File: src/rtl/spwss_pkg.sv
// Constants and carrier types of the wake status and SMI enable block
package spwss_pkg;

   ////////////////////////////////////////////////////////////////////////
   // Register bus geometry
   localparam int AVS_ADDR_W = 10;
   localparam int AVS_DATA_W = 32;
   localparam int AVS_BE_W = 4;
   localparam int REG_W = 8;

   // Register indexes; byte address is four times the index
   localparam logic [7:0] IDX_WAKE_EN_A = 8'hb0;
   localparam logic [7:0] IDX_WAKE_EN_B = 8'hb1;
   localparam logic [7:0] IDX_STATUS_A = 8'hb2;
   localparam logic [7:0] IDX_STATUS_B = 8'hb3;
   localparam logic [7:0] IDX_SMI_EN_A = 8'hb4;
   localparam logic [7:0] IDX_SMI_PIN_CTL = 8'hb5;
   localparam logic [7:0] IDX_IRQ_STATUS = 8'hc0;
   localparam logic [7:0] IDX_IRQ_MASK = 8'hc1;

   ////////////////////////////////////////////////////////////////////////
   // Reset values
   localparam logic [7:0] RST_WAKE_EN_A = 8'h00;
   localparam logic [7:0] RST_WAKE_EN_B = 8'h80;
   localparam logic [7:0] RST_STATUS = 8'h00;
   localparam logic [7:0] RST_SMI_EN = 8'h00;
   localparam logic [7:0] RST_PIN_CTL = 8'h00;
   localparam logic [7:0] RST_IRQ = 8'h00;
   localparam logic [7:0] RST_PINS = 8'hff;
   localparam logic LATCH_PREV_RST = 1'b1;

   ////////////////////////////////////////////////////////////////////////
   // Field positions and masks
   localparam int SMI_PIN_EN_BIT = 7;
   localparam logic [7:0] WAKE_EN_B_POWER_MASK = 8'h13;
   localparam logic [7:0] SMI_PIN_CTL_MASK = 8'h80;
   localparam int IRQ_WAKE_A = 0;
   localparam int IRQ_WAKE_B = 1;
   localparam int IRQ_BUTTON = 2;
   localparam int IRQ_SMI = 3;
   localparam logic [7:0] IRQ_IMPL_MASK = 8'h0f;

   // Event latch slots
   localparam int LATCH_N = 10;
   localparam int L_RING_A = 0;
   localparam int L_RING_B = 1;
   localparam int L_KBD_CLK = 2;
   localparam int L_MOUSE_CLK = 3;
   localparam int L_IR_RX_B = 4;
   localparam int L_ALARM = 5;
   localparam int L_SER_RX_A = 6;
   localparam int L_SER_RX_B = 7;
   localparam int L_BUTTON = 8;
   localparam int L_ALARM_B = 9;
   localparam logic [LATCH_N-1:0] LATCH_EDGE_MASK = 10'h1df;
   localparam logic [LATCH_N-1:0] CLR_BY_A_MASK = 10'h03f;
   localparam logic [LATCH_N-1:0] CLR_BY_B_MASK = 10'h3c0;

   ////////////////////////////////////////////////////////////////////////
   // Carriers
   typedef struct packed {
      logic buttonPress_n;
      logic serialReceiveB;
      logic serialReceiveA;
      logic infraredReceiveB;
      logic mouseClockWake;
      logic keyboardClockWake;
      logic ringIndPortB;
      logic ringIndPortA;
   } spwss_wake_pins_type;

   typedef struct packed {
      logic watchdogEvent;
      logic groupIrqA;
      logic groupIrqB;
      logic floppyIrq;
      logic serialIrqA;
      logic serialIrqB;
      logic parallelIrq;
      logic driveIfIrq;
   } spwss_periph_irq_type;

   typedef struct packed {
      logic [7:0] wakeEnA;
      logic [7:0] wakeEnB;
      logic [7:0] smiEn;
      logic [7:0] pinCtl;
      logic [7:0] irqStatus;
      logic [7:0] irqMask;
      logic [7:0] readData;
      logic ack;
      logic powerOn;
      logic groupSmi;
      logic smiPinOut;
      logic smiPinOe_n;
      logic irq;
   } spwss_top_state_type;

   typedef struct packed {
      logic prev;
      logic flag;
   } spwss_latch_state_type;

endpackage : spwss_pkg

File: src/rtl/spwss_top.sv
// Wake status capture, wake enables and SMI source gating with Avalon-MM slave
`timescale 1ns/1ps
module spwss_top
   import spwss_pkg::*;
(
   input wire logic sys_clk,
   input wire logic arst_n,
   input wire logic [AVS_ADDR_W-1:0] avs_address,
   input wire logic avs_read,
   input wire logic avs_write,
   input wire logic [AVS_BE_W-1:0] avs_byteenable,
   input wire logic [AVS_DATA_W-1:0] avs_writedata,
   output logic [AVS_DATA_W-1:0] avs_readdata,
   output logic avs_waitrequest,
   input wire spwss_wake_pins_type wakePins,
   input wire logic rtcAlarm,
   input wire logic clockAlarmSecond,
   input wire spwss_periph_irq_type periphIrq,
   output logic powerOnRequest,
   output logic groupSmi,
   output logic systemMgmtIrq_n,
   output logic systemMgmtIrqOe_n,
   output logic irq
);

   spwss_top_state_type st_r;
   spwss_top_state_type st_nxt;

   logic [7:0] syncPins;
   logic [LATCH_N-1:0] latchIn;
   logic [LATCH_N-1:0] latchClr;
   logic [LATCH_N-1:0] latchFlag;
   logic [LATCH_N-1:0] latchSet;
   logic [7:0] statusA;
   logic [7:0] statusB;
   logic [7:0] regIdx;
   logic readTake;
   logic writeTake;
   logic readClrA;
   logic readClrB;
   logic groupSmiNow;
   logic [7:0] irqSet;
   logic [7:0] irqW1c;
   logic [7:0] wData;

   ////////////////////////////////////////////////////////////////////////
   // Pin inputs cross from outside the clock domain
   spwss_sync #(
      .W(8),
      .RESET_VAL(RST_PINS)
   ) u_pin_sync (
      .sys_clk(sys_clk),
      .arst_n(arst_n),
      .asyncIn(wakePins),
      .syncOut(syncPins)
   );

   // Alarms are internal and same-clock, so they skip the synchroniser
   always_comb begin
      latchIn = '0;
      latchIn[L_RING_A] = syncPins[0];
      latchIn[L_RING_B] = syncPins[1];
      latchIn[L_KBD_CLK] = syncPins[2];
      latchIn[L_MOUSE_CLK] = syncPins[3];
      latchIn[L_IR_RX_B] = syncPins[4];
      latchIn[L_SER_RX_A] = syncPins[5];
      latchIn[L_SER_RX_B] = syncPins[6];
      latchIn[L_BUTTON] = syncPins[7];
      latchIn[L_ALARM] = rtcAlarm;
      latchIn[L_ALARM_B] = clockAlarmSecond;
   end

   ////////////////////////////////////////////////////////////////////////
   // Event latches
   for (genvar i = 0; i < LATCH_N; i++) begin : g_latch
      spwss_event_latch #(
         .SET_ON_FALL(LATCH_EDGE_MASK[i])
      ) u_latch (
         .sys_clk(sys_clk),
         .arst_n(arst_n),
         .sample(latchIn[i]),
         .clear(latchClr[i]),
         .flag(latchFlag[i]),
         .setPulse(latchSet[i])
      );
   end

   always_comb begin
      statusA = {latchFlag[L_ALARM],
                 latchFlag[L_IR_RX_B],
                 periphIrq.groupIrqB,
                 periphIrq.groupIrqA,
                 latchFlag[L_MOUSE_CLK],
                 latchFlag[L_KBD_CLK],
                 latchFlag[L_RING_B],
                 latchFlag[L_RING_A]};
      statusB = {3'h0,
                 latchFlag[L_ALARM_B],
                 1'h0,
                 latchFlag[L_BUTTON],
                 latchFlag[L_SER_RX_B],
                 latchFlag[L_SER_RX_A]};
   end

   ////////////////////////////////////////////////////////////////////////
   // Bus decode: read data captured on the first edge, answer on the second
   always_comb begin
      regIdx = avs_address[AVS_ADDR_W-1:2];
      readTake = avs_read & ~st_r.ack;
      writeTake = avs_write & st_r.ack & avs_byteenable[0];
      wData = avs_writedata[7:0];
      readClrA = readTake & (regIdx == IDX_STATUS_A);
      readClrB = readTake & (regIdx == IDX_STATUS_B);
      latchClr = ({LATCH_N{readClrA}} & CLR_BY_A_MASK) | ({LATCH_N{readClrB}} & CLR_BY_B_MASK);
   end

   assign avs_waitrequest = (avs_read | avs_write) & ~st_r.ack;
   assign avs_readdata = {24'h000000, st_r.readData};

   ////////////////////////////////////////////////////////////////////////
   // Next state
   always_comb begin
      st_nxt = st_r;
      irqW1c = 8'h00;
      st_nxt.ack = (avs_read | avs_write) & ~st_r.ack;
      if (readTake) begin
         unique case (regIdx)
            IDX_WAKE_EN_A: st_nxt.readData = st_r.wakeEnA;
            IDX_WAKE_EN_B: st_nxt.readData = st_r.wakeEnB;
            IDX_STATUS_A: st_nxt.readData = statusA;
            IDX_STATUS_B: st_nxt.readData = statusB;
            IDX_SMI_EN_A: st_nxt.readData = st_r.smiEn;
            IDX_SMI_PIN_CTL: st_nxt.readData = st_r.pinCtl;
            IDX_IRQ_STATUS: st_nxt.readData = st_r.irqStatus;
            IDX_IRQ_MASK: st_nxt.readData = st_r.irqMask;
            default: st_nxt.readData = 8'h00;
         endcase
      end
      // Wake status registers A and B are read-only; writes to them drop
      if (writeTake) begin
         unique case (regIdx)
            IDX_WAKE_EN_A: st_nxt.wakeEnA = wData;
            IDX_WAKE_EN_B: st_nxt.wakeEnB = wData;
            IDX_SMI_EN_A: st_nxt.smiEn = wData;
            IDX_SMI_PIN_CTL: st_nxt.pinCtl = wData & SMI_PIN_CTL_MASK;
            IDX_IRQ_STATUS: irqW1c = wData;
            IDX_IRQ_MASK: st_nxt.irqMask = wData & IRQ_IMPL_MASK;
            default: ;
         endcase
      end

      groupSmiNow = |(st_r.smiEn & periphIrq);
      st_nxt.groupSmi = groupSmiNow;
      st_nxt.smiPinOut = ~groupSmiNow;
      st_nxt.smiPinOe_n = ~st_r.pinCtl[SMI_PIN_EN_BIT];

      // Button status is left out of the power request
      st_nxt.powerOn = |(statusA & st_r.wakeEnA) |
                       |(statusB & st_r.wakeEnB & WAKE_EN_B_POWER_MASK);

      irqSet = 8'h00;
      irqSet[IRQ_WAKE_A] = |latchSet[L_ALARM:L_RING_A];
      irqSet[IRQ_WAKE_B] = latchSet[L_SER_RX_A] | latchSet[L_SER_RX_B] | latchSet[L_ALARM_B];
      irqSet[IRQ_BUTTON] = latchSet[L_BUTTON];
      irqSet[IRQ_SMI] = groupSmiNow & ~st_r.groupSmi;
      st_nxt.irqStatus = irqSet | (st_r.irqStatus & ~irqW1c);
      st_nxt.irq = |(st_nxt.irqStatus & st_r.irqMask);
   end

   always_ff @(posedge sys_clk or negedge arst_n) begin
      if (!arst_n) begin
         st_r.wakeEnA <= RST_WAKE_EN_A;
         st_r.wakeEnB <= RST_WAKE_EN_B;
         st_r.smiEn <= RST_SMI_EN;
         st_r.pinCtl <= RST_PIN_CTL;
         st_r.irqStatus <= RST_IRQ;
         st_r.irqMask <= RST_IRQ;
         st_r.readData <= RST_STATUS;
         st_r.ack <= 1'b0;
         st_r.powerOn <= 1'b0;
         st_r.groupSmi <= 1'b0;
         st_r.smiPinOut <= 1'b1;
         st_r.smiPinOe_n <= 1'b1;
         st_r.irq <= 1'b0;
      end else begin
         st_r <= st_nxt;
      end
   end

   assign powerOnRequest = st_r.powerOn;
   assign groupSmi = st_r.groupSmi;
   assign systemMgmtIrq_n = st_r.smiPinOut;
   assign systemMgmtIrqOe_n = st_r.smiPinOe_n;
   assign irq = st_r.irq;

endmodule : spwss_top

File: src/rtl/spwss_sync.sv
// Two-stage synchroniser for asynchronous pin inputs
`timescale 1ns/1ps
module spwss_sync
   import spwss_pkg::*;
#(
   parameter int W = 8,
   parameter logic [W-1:0] RESET_VAL = '1
) (
   input wire logic sys_clk,
   input wire logic arst_n,
   input wire logic [W-1:0] asyncIn,
   output logic [W-1:0] syncOut
);

   typedef struct packed {
      logic [W-1:0] meta;
      logic [W-1:0] stable;
   } spwss_sync_state_type;

   spwss_sync_state_type st_r;
   spwss_sync_state_type st_nxt;

   ////////////////////////////////////////////////////////////////////////
   // First stage is read only by the second stage
   always_comb begin
      st_nxt.meta = asyncIn;
      st_nxt.stable = st_r.meta;
   end

   always_ff @(posedge sys_clk or negedge arst_n) begin
      if (!arst_n) begin
         st_r <= {RESET_VAL, RESET_VAL};
      end else begin
         st_r <= st_nxt;
      end
   end

   assign syncOut = st_r.stable;

endmodule : spwss_sync

File: src/rtl/spwss_event_latch.sv
// Sticky event latch, set on a falling edge or on a high level
`timescale 1ns/1ps
module spwss_event_latch
   import spwss_pkg::*;
#(
   parameter bit SET_ON_FALL = 1'b1
) (
   input wire logic sys_clk,
   input wire logic arst_n,
   input wire logic sample,
   input wire logic clear,
   output logic flag,
   output logic setPulse
);

   spwss_latch_state_type st_r;
   spwss_latch_state_type st_nxt;
   logic setNow;

   ////////////////////////////////////////////////////////////////////////
   always_comb begin
      setNow = SET_ON_FALL ? (st_r.prev & ~sample) : sample;
      st_nxt.prev = sample;
      // Set beats clear so an event during a read is kept
      st_nxt.flag = setNow | (st_r.flag & ~clear);
   end

   always_ff @(posedge sys_clk or negedge arst_n) begin
      if (!arst_n) begin
         st_r <= {LATCH_PREV_RST, 1'b0};
      end else begin
         st_r <= st_nxt;
      end
   end

   assign flag = st_r.flag;
   assign setPulse = setNow;

endmodule : spwss_event_latch

File: config.mk
export PLATFORM = sky130hd
export DESIGN_NAME = spwss_top
export DESIGN_NICKNAME = d
export VERILOG_FILES = /design/src/rtl/spwss_pkg.sv /design/src/rtl/spwss_top.sv /design/src/rtl/spwss_sync.sv /design/src/rtl/spwss_event_latch.sv
export SDC_FILE = /design/constraint.sdc
export NUM_CORES = 1
export LEC_CHECK = 0
export BUFFER_PORTS_ARGS = -buffer_cell sky130_fd_sc_hd__buf_2
export CAP_MARGIN = 10
export CORE_MARGIN = 10
export CORE_UTILIZATION = 40
export DETAILED_ROUTE_END_ITERATION = 6
export GPL_TIMING_DRIVEN = 0
export MAX_ROUTING_LAYER = met4
export PLACE_DENSITY = 0.67
export SETUP_SLACK_MARGIN = 0.3
export SYNTH_ARGS = -nofsm -noshare
export SYNTH_HDL_FRONTEND = slang
export SYNTH_SLANG_ARGS = --single-unit
export TNS_END_PERCENT = 10
File: constraint.sdc
create_clock -name sys_clk -period 3 [get_ports sys_clk]
set_input_delay 0.6 -clock sys_clk [delete_from_list [all_inputs] [get_ports sys_clk]]
set_output_delay 0.6 -clock sys_clk [all_outputs]
set_load 0.01 [all_outputs]
==> reports/qor.txt, run 1 <==
HP Class: input port to async pin
Ant. Diodes: 0
Routability congestion estimate: 0.889
Pin count of the biggest net entering global routing: 56
Post-CTS setup buffer count: 0
Worst Max-Slew Pin Slew: 630 ps
Period utilisation layout: 69.9%
Pins Over Slew Limit: 0
CTS Buf Count: 9
Ys async rst share: 100%
Largest area contributor in the netlist: dfrtp_1
Finished Cell Area: 4460 sq um
Final hold vios: 0
Critical path class: input port to register
Area Overhead vs Synth: 18.7%
Fin nets: 465
Total grt overflow: 0
CP Capture Type: register
Die height: 117 microns
Synth Instances: 312
Max VDD drop: 314 uV
Root buffer cell: clkbuf_8
Slew HR: 57.8%
Reg-to-Reg Start: st_r[5]$_DFF_PN0_
Sequential share of the synthesized area: 57.5%
Final min period: 2100 ps
Drt pass-1 iters: 5
Most common cell in the synthesized netlist: dfrtp_1
Clock skew: 12.5 ps
Layout cells sized above 1: 40.0%
# hold bufs at CTS: 0
Longest Clk Path Bufs: 2
Post-DP Area: 4260 sq um
Drt wl/cell: 17.5 microns
I/O Buffers: 50
Top cell type's share of synthesized area: 38.6%
Die Footprint: 13700 sq um
Setup TNS: 0 ps
Worst Path Arrival: 2350 ps
Clk sink count: 85
Post-synth EDFFs: 0
End of the critical path: st_r[44]$_DFFE_PN0P_
Leak: 2.12 nW
DIE WIDTH: 117 microns
PwrDens: 497 nW/um^2
R2r setup slk: 1060 ps
Drt drc: 0
Critical Path Source: avs_address[8]
Vias: 2603
Critical R2R Capture: st_r[44]$_DFFE_PN0P_
Netlist cell types: 48
Initial DRC count: 203
Vias per Instance: 5.07
Post_cts resized: 0
Core Region: 9200 sq um
Outcome: finished clean
Total number of H-tree levels: 3
Ys Warns: 0
Post-synthesis cell area: 3760 sq um
Initial Util: 40.9%
Startpoint Class: input port
Gr usage total: 13.6%
Post-DP HPWL: 6.78 mm
Yosys reg bits: 85
First-pass GRT wire length: 14.0 mm
Ys flop type: dfrtp_1
Fmax: 477 MHz
Top cells by count, synth: dfrtp_1, buf_4, nand2_1, dfstp_2, mux2_2
Worst EP required: 3250 ps
Skew-Pair Late Insertion Delay: 360 ps
Antenna-violating nets left: 0
Final WL: 8.99 mm
Initial antenna violation count: 0
Final setup vio count: 0
CP max FO: 10
Maxcap violations: 0
CTS tree: built
Row Count: 35
R2R cell count: 4
I/O Pins: 106
Clock transition at path regs: 90 ps
RSZ-0062 raised after global routing: no
Mean Syn Cell Area: 12.0 sq um
Vias in the first global route: 2687
Top cells by area, synth: dfrtp_1, dfstp_2, mux2_2
-- cells by family (layout without fill, tap and decap cells) --
group	Yosys count	after routing	share of synthesized area [%]
multiplexers	34	34	10.0
AO/OA/AOI/OAI	61	61	12.2
other	1	24	0.0998
AND/OR/NAND/NOR	83	83	11.8
buffers and inverters	48	115	8.46
flip-flops	85	85	57.5
-- how the worst min path moves through the flow --
stage,cells after the start,end
6_report,1,st_r[15]$_DFFE_PN0P_
3_3_place_gp,0,u_pin_sync.syncOut[6]$_DFF_PN1_
2_1_floorplan,0,avs_readdata[0]$_DFFE_PN0P_
3_5_place_dp,0,u_pin_sync.syncOut[5]$_DFF_PN1_
5_1_grt,1,st_r[46]$_DFFE_PN0P_
4_1_cts,1,st_r[46]$_DFFE_PN0P_
-- area by class of cell --
class	count	area [sq um]
repair buffers	51	280
multi-input cells	202	1370
fillers	865	4730
plain buffers	43	299
clock inverters	7	75.1
clock buffers	9	124
flip-flops and latches	85	2160
inverters	5	18.8
well taps	111	139
-- registers in the layout, summed over array words and instances (netlist names), 8 cells and up --
register	flops
u_pin_sync.st_nxt	8
avs_readdata	8
g_latch.u_latch.st_r	8
g_latch.u_latch.flag	10
u_pin_sync.syncOut	8
st_r	38
-- metrics by stage --
stage / cells / total power, mW / setup WS, ps / utilization, % / hold WS [ps]
after floorplan: 335 / 1.33 / 1020 / - / 304
after global placement: 496 / 1.42 / 543 / 46.0 / 345
after detailed placement: 497 / 1.43 / 535 / 46.4 / 347
after CTS: 513 / 2.24 / 914 / 48.5 / 173
after global routing: 513 / 2.32 / 761 / 48.5 / 187
final: 513 / 2.22 / 902 / 48.5 / 174
-- worst max-delay path: stages --
cell and delay (ps):
buf_2 100, and4b_1 250, buf_2 180, buf_2 270, nand4_1 480, mux2_2 450
-- metal layers --
| metal | up-vias | GRT usage [%] | part of all wire, % |
|---|---|---|---|
| li1 | 1248 | - | - |
| met1 | 1249 | 16.8 | 43 |
| met2 | 96 | 20.4 | 46 |
| met3 | 10 | 4.18 | 9.0 |
| met4 | 0 | 5.68 | 1.6 |
| met5 | - | - | 0 |
-- where the power goes --
group          internal [mW]  switching (mW)  total [mW]
Sequential              1.20          0.0209        1.22
Combinational         0.0793           0.108       0.188
Clock                  0.387           0.425       0.812
Total                   1.66           0.554        2.22
-- placed cells by master, fill, tap and decap left out, types with 2 or more instances in the layout --
master      Yosys  final
o22ai_1         3      3
mux2_1          4      4
inv_1           5      5
nand2b_1        6      6
clkbuf_1        3      3
nor2b_1         7      7
mux2_2         25     25
and3_1         12     12
dfrtp_1        58     58
dfstp_2        27     27
nor3_1          4      4
buf_4          33     34
buf_2           5     54
nand3_1         7      7
mux2i_1         5      5
nand2_1        28     28
a22oi_1        13     13
clkinvlp_4      0      3
a2111o_1        2      2
a21o_1          6      6
a211oi_1        2      2
o31ai_1         2      2
o21ai_1         2      2
nand4_1         4      4
clkbuf_8        0      9
a21boi_0        5      5
o21ai_0         7      7
a31oi_1         3      3
a221oi_1        3      3
a22o_1          4      4
nor2_1          8      8
conb_1          1     24
Note: power is estimated with default switching activity, not from simulation.
==> run 2: changes to the inputs <==
Clock period 3 ns to 2 ns, I/O delays scaled along.
==> run 2 against run 1 <==
Clock skew is 0.75 ps lower. Sequential share of layout area down 1.4 points. Non-clock buffer count rose by 6. Highest routed layer unchanged. Sequential cell count is the same. Wire length increased by 6.2%.
==> reports/qor.txt, run 2 (same netlist as run 1, synthesis figures left out) <==
Routability congestion estimate: 0.881 (-0.87%)
Sequential share of power: 53.7% (-1.2 points)
CP max FO: 10 (unchanged)
Post-DP HPWL: 7.01 mm (+3.3%)
I/O Buffers: 50 (unchanged)
Worst Max-Slew Pin Slew: 547 ps (-82.5 ps)
Vias in the first global route: 2751 (+2.4%)
Area Overhead vs Synth: 22.3%
Fmax: 590 MHz
RSZ-0062 raised after global routing: yes
Setup TNS: 0 ps (unchanged)
Final min period: 1700 ps
Total number of H-tree levels: 3 (unchanged)
Die height: 117 microns (unchanged)
R2r setup slk: 320 ps (-740 ps)
Vias: 2693 (+3.5%)
Min Hold Slack: 135 ps (-38.6 ps)
Critical R2R Capture: irq$_DFF_PN0_
Layout cells sized above 1: 43.6% (+3.6 points)
Worst setup margin: 304 ps (-597 ps)
Most frequent cells in the layout: dfrtp_1, buf_2, buf_4
Final hold vios: 0 (unchanged)
Initial Util: 40.9% (unchanged)
Period utilisation layout: 84.8%
Slew HR: 62.6% (+4.8 points)
HP Class: input port to register
Worst Path Arrival: 1910 ps (-440 ps)
First-pass GRT wire length: 14.7 mm (+4.9%)
Crit-path slowest cell: a2111oi_0
Max VDD drop: 409 uV (+30%)
Ant. Diodes: 0 (unchanged)
R2R cell count: 7 (+3)
DIE WIDTH: 117 microns (unchanged)
Antenna-violating nets left: 0 (unchanged)
DP Worst Slack: -252 ps (-786 ps)
Row Count: 35 (unchanged)
Skew-Pair Late Insertion Delay: 360 ps (about the same)
Gr usage total: 14.5% (+0.82 points)
Pins Over Slew Limit: 0 (unchanged)
Biggest register: st_r
Max FFs per register: 38 (unchanged)
Fillers: 850 (-1.7%)
Cell with the most instances on the worst path: buf_2
Crit path largest cell delay: 520 ps (+40 ps)
CTS tree: built
Final WL: 9.55 mm (+6.2%)
Die Footprint: 13700 sq um (unchanged)
Worst path cell trace: buf_2, and4b_1, buf_2, buf_2, nand3_1, o21ai_0, a2111oi_0, o21ai_0
Startpoint Class: input port
Drt wl/cell: 18.4 microns (+4.9%)
Initial antenna violation count: 0 (unchanged)
Fin nets: 471 (+1.3%)
Critical path class: input port to register
Vias per Instance: 5.19 (+2.3%)
CTS Buf Count: 9 (unchanged)
CP Capture Type: register
Leak: 2.22 nW (+4.3%)
Total grt overflow: 0 (unchanged)
Hold Path Origin: wakePins[5]
Post-DP Area: 4270 sq um (+0.23%)
Switching share of power: 24.2% (-0.75 points)
Clock Power Share: 37.5% (+0.9 points)
Finished Cell Area: 4600 sq um (+3.0%)
Core Region: 9200 sq um (unchanged)
PwrDens: 741 nW/um^2 (+49%)
Internal cell power: 2.58 mW (+55%)
Maxcap violations: 0 (unchanged)
Critical Path Source: avs_address[7]
Finished Layout Cells: 519 (+1.2%)
Combinational share of power: 8.8% (+0.3 points)
Clock skew: 11.7 ps (-0.746 ps)
I/O Pins: 106 (unchanged)
Drt drc: 0 (unchanged)
Outcome: finished clean
Worst EP required: 2220 ps (-1030 ps)
Final setup vio count: 0 (unchanged)
Root buffer cell: clkbuf_8
Drt pass-1 iters: 5 (unchanged)
Initial DRC count: 165 (-19%)
Pwr Total: 3.41 mW (+54%)
Longest Clk Path Bufs: 2 (unchanged)
Pin count of the biggest net entering global routing: 64 (+14%)
Reg-to-Reg Start: st_r[5]$_DFF_PN0_
Layout Utilization: 50.0% (+1.5 points)
Clk sink count: 85 (unchanged)
Dpl cells: 497 (unchanged)
End of the critical path: avs_readdata[2]$_DFFE_PN0P_
Commonest non-fill, non-tap cell in the layout: dfrtp_1
Clock transition at path regs: 90 ps (about the same)
Switching power: 826 uW (+49%)
-- run 2: worst min-delay path by stage --
stage | to | cells past startpoint | slack [ps]
floorplan | avs_readdata[0]$_DFFE_PN0P_ | 0 | 100
global placement | u_pin_sync.syncOut[5]$_DFF_PN1_ | 0 | 350
detailed placement | st_r[27]$_DFF_PN0_ | 1 | 320
CTS | u_pin_sync.st_nxt[4]$_DFF_PN1_ | 1 | 120
global route | u_pin_sync.st_nxt[5]$_DFF_PN1_ | 1 | 110
finish | u_pin_sync.st_nxt[5]$_DFF_PN1_ | 1 | 140
-- run 2: worst max-delay path, delay by kind of cell --
family	cells	cell delay [ps]
simple gates	2	280
buf+inv	3	480
compound gates	3	750
-- run 2: layer usage --
metal	global-route usage, %	vias up	share of wire (%)
met5	-	-	0
met4	5.44	0	2.4
li1	-	1249	-
met3	4.18	15	8.6
met2	21.1	112	45
met1	18.6	1317	44
-- run 2: layout make-up --
class                      count  area [sq um]  area share (%)
clock buffer                  11           153            3.32
buffer                        43           319            6.94
clock inverter                 5          55.1            1.20
tap                          111           139            3.02
timing repair buffer          57           328            7.13
multi-input combinational    202          1430            31.0
inverter                       5          18.8           0.408
sequential                    85          2160            47.0
-- run 2: power by group through the flow --
stage / clock network (mW) / logic, mW / registers (mW)
2_1_floorplan: 0 / 0.147 / 1.85
3_3_place_gp: 0 / 0.273 / 1.86
3_5_place_dp: 0 / 0.282 / 1.86
4_1_cts: 1.31 / 0.284 / 1.83
5_1_grt: 1.39 / 0.331 / 1.84
6_report: 1.28 / 0.299 / 1.83
-- run 2: what timing repair did --
item	4_1_cts	5_1_grt
buffers inserted	1	4
hold endpoints to repair	15	0
hold buffers	1	0
resized for setup	0	20
pin swaps	1	5
setup endpoints to repair	30	33
gates cloned	0	0
==> run 3: changes to the inputs <==
Settings changed: PLACE_DENSITY 0.67 to 0.69.
Clock period 2 ns to 1.4 ns, I/O delays scaled along.
==> run 3 against run 2 <==
The flow now finishes with violations (setup timing). Combinational power grew 78%. Sequential cell count stayed put. Register-to-register slack lost 640 ps. Largest power group unchanged. Sequential power grew 43%. Wire length up 3.0%. Sequential share of layout area shrank 4.5 points. Largest cell class unchanged. Cell count is 2.3% higher. Critical path depth decreased by 3. Clock skew rose by 3.5 ps. Clock-buffer cell count increased by 1. Core utilization grew 5.3 points. First-iteration DRC count increased by 19%.
==> reports/qor.txt, run 3 (same netlist as run 1, synthesis figures left out) <==
Layout cells sized above 1: 50.7% (+7.1 points)
Worst EP required: 1620 ps (-600 ps)
Die Footprint: 13700 sq um (unchanged)
Maxcap violations: 0 (unchanged)
Core Region: 9200 sq um (unchanged)
PwrDens: 985 nW/um^2 (+33%)
Leak: 2.42 nW (+9.2%)
Initial Util: 40.9% (unchanged)
DIE WIDTH: 117 microns (unchanged)
Period utilisation layout: 123%
Fmax: 580 MHz
Crit-path slowest cell: dfstp_2
Max VDD drop: 587 uV (+44%)
Critical Path Source: u_pin_sync.syncOut[0]$_DFF_PN1_
Row Count: 35 (unchanged)
Crit path largest cell delay: 530 ps (about the same)
WHS Endpoint: u_pin_sync.st_nxt[0]$_DFF_PN1_
Initial DRC count: 197 (+19%)
CP Capture Type: register
Critical R2R Capture: irq$_DFF_PN0_
Final WL: 9.83 mm (+3.0%)
Worst Path Arrival: 1940 ps (+30 ps)
Vias: 2737 (+1.6%)
Final hold vios: 0 (unchanged)
Fillers: 778 (-8.5%)
Drt pass-1 iters: 5 (unchanged)
Clk sink count: 85 (unchanged)
Die height: 117 microns (unchanged)
Clock transition at path regs: 80 ps (about the same)
Top Metal Used: met4
Longest Clk Path Bufs: 2 (unchanged)
Worst path cell trace: nand2b_4, nand4_1, o31a_1, a311oi_2, o2111ai_2
Outcome: finished, violations left
Pins Over Slew Limit: 0 (unchanged)
Skew-Pair Late Insertion Delay: 360 ps (about the same)
Hold Crit Depth: 1 (unchanged)
Final setup vio count: 20 (+20)
Total grt overflow: 0 (unchanged)
RSZ-0062 raised after global routing: yes
Most frequent cells in the layout: dfrtp_1, buf_2, buf_4
Pin count of the biggest net entering global routing: 57 (-11%)
Buf+Inv Stages, Crit Path: 0 (-3)
Met2 WL: 4.56 mm (+6.2%)
CP max FO: 2 (-8)
Family with the most delay on the worst path: compound AO/OA/AOI/OAI gates
Drt wl/cell: 18.5 microns (+0.68%)
Antenna-violating nets left: 0 (unchanged)
Critical path class: register to register
I/O Pins: 106 (unchanged)
I/O Buffers: 50 (unchanged)
Total number of H-tree levels: 3 (unchanged)
Commonest non-fill, non-tap cell in the layout: dfrtp_1
Register area: 2160 sq um (unchanged)
Metal-1 WL: 4.07 mm (-3.4%)
Pwr Total: 5.01 mW (+47%)
Worst setup margin: -325 ps (-629 ps)
DR WL met3: 894 microns (+9.3%)
Startpoint Class: register
Vias in the first global route: 2828 (+2.8%)
Routability congestion estimate: 0.903 (+2.5%)
CTS tree: built
Vias per Instance: 5.15 (-0.66%)
Failing checks: setup timing
First-pass GRT wire length: 14.9 mm (+1.6%)
Ant. Diodes: 0 (unchanged)
Fin nets: 483 (+2.5%)
Final min period: 1720 ps
Reg-to-Reg Start: u_pin_sync.syncOut[0]$_DFF_PN1_
Area Overhead vs Synth: 35.3%
Clock skew: 15.2 ps (+3.50 ps)
Max FFs per register: 38 (unchanged)
CTS Buf Count: 9 (unchanged)
Initial antenna violation count: 0 (unchanged)
Hold Path Origin: wakePins[0]
Min Hold Slack: 19.1 ps (-116 ps)
Drt drc: 0 (unchanged)
Post-DP HPWL: 6.89 mm (-1.7%)
Gr usage total: 14.6% (+0.12 points)
HP Class: input port to register
R2R cell count: 5 (-2)
R2r setup slk: -320 ps (-640 ps)
Biggest register: st_r
Area of the multi-input gates: 1650 sq um (+16%)
Root buffer cell: clkbuf_8
-- run 3: cell count changes in the layout (fill, tap and decap cells not counted), moves of 3 or more --
cell / change
nor3_1: -3
buf_8: +3
and3_1: -5
a21boi_1: +4
o21ai_0: -4
a21boi_0: -4
mux2_2: -22
nand2_1: -3
buf_6: +25
mux2_4: +26
o21ai_1: +3
and3_4: +3
buf_2: -14
mux2_1: -4
-- run 3: how the worst max path moves through the flow --
stage,endpoint,cells after the start
final,irq$_DFF_PN0_,5
after global routing,irq$_DFF_PN0_,5
after CTS,irq$_DFF_PN0_,5
after detailed placement,st_r[38]$_DFFE_PN0P_,4
after global placement,st_r[38]$_DFFE_PN0P_,5
after floorplan,st_r[22]$_DFF_PN0_,6
-- run 3: routing by layer --
layer | GRT usage, % | vias to the layer above
li1 | - | 1268
met1 | 18.1 | 1309
met2 | 21.6 | 135
met3 | 3.62 | 25
met4 | 7.58 | 0
met5 | - | -
-- run 3: area by class of cell --
type                       instances  share of cell area [%]
sequential                        85                    42.5
buffer                            43                    7.75
clock inverter                     4                    1.45
multi-input combinational        202                    32.5
clock buffer                      12                    2.66
timing repair buffer              69                    10.1
tap                              111                    2.73
inverter                           5                   0.369
-- run 3: timing repair --
item	CTS	global route
hold buffers	1	0
hold endpoints to repair	25	0
setup endpoints to repair	72	116
buffers inserted	6	11
pin swaps	9	20
gates resized for setup	67	51
-- run 3: stage by stage --
stage          worst slack (ps)  area [sq um]  instances  utilization, %  TNS (ps)
3_3_place_gp               -618          4270        496            46.5    -60060
4_1_cts                    -281          4830        520            52.5     -2840
3_5_place_dp               -626          4300        497            46.8    -22300
6_report                   -325          5080        531            55.3     -2210
5_1_grt                    -412          5080        531            55.3     -3530
2_1_floorplan              -160          3880        335               -     -3110
-- run 3: worst reg2reg max path: stages, from the launching register on --
cell       delay (ps)
dfstp_2           530
nand2b_4          120
nand4_1           170
o31a_1            330
a311oi_2          280
o2111ai_2         160
-- run 3: where the power goes --
part	internal, mW	leakage [nW]	switching (mW)	total (mW)
logic	0.264	1.30	0.268	0.532
clock network	1.01	0.105	0.847	1.86
registers	2.57	1.01	0.0540	2.62
total	3.84	2.42	1.17	5.01
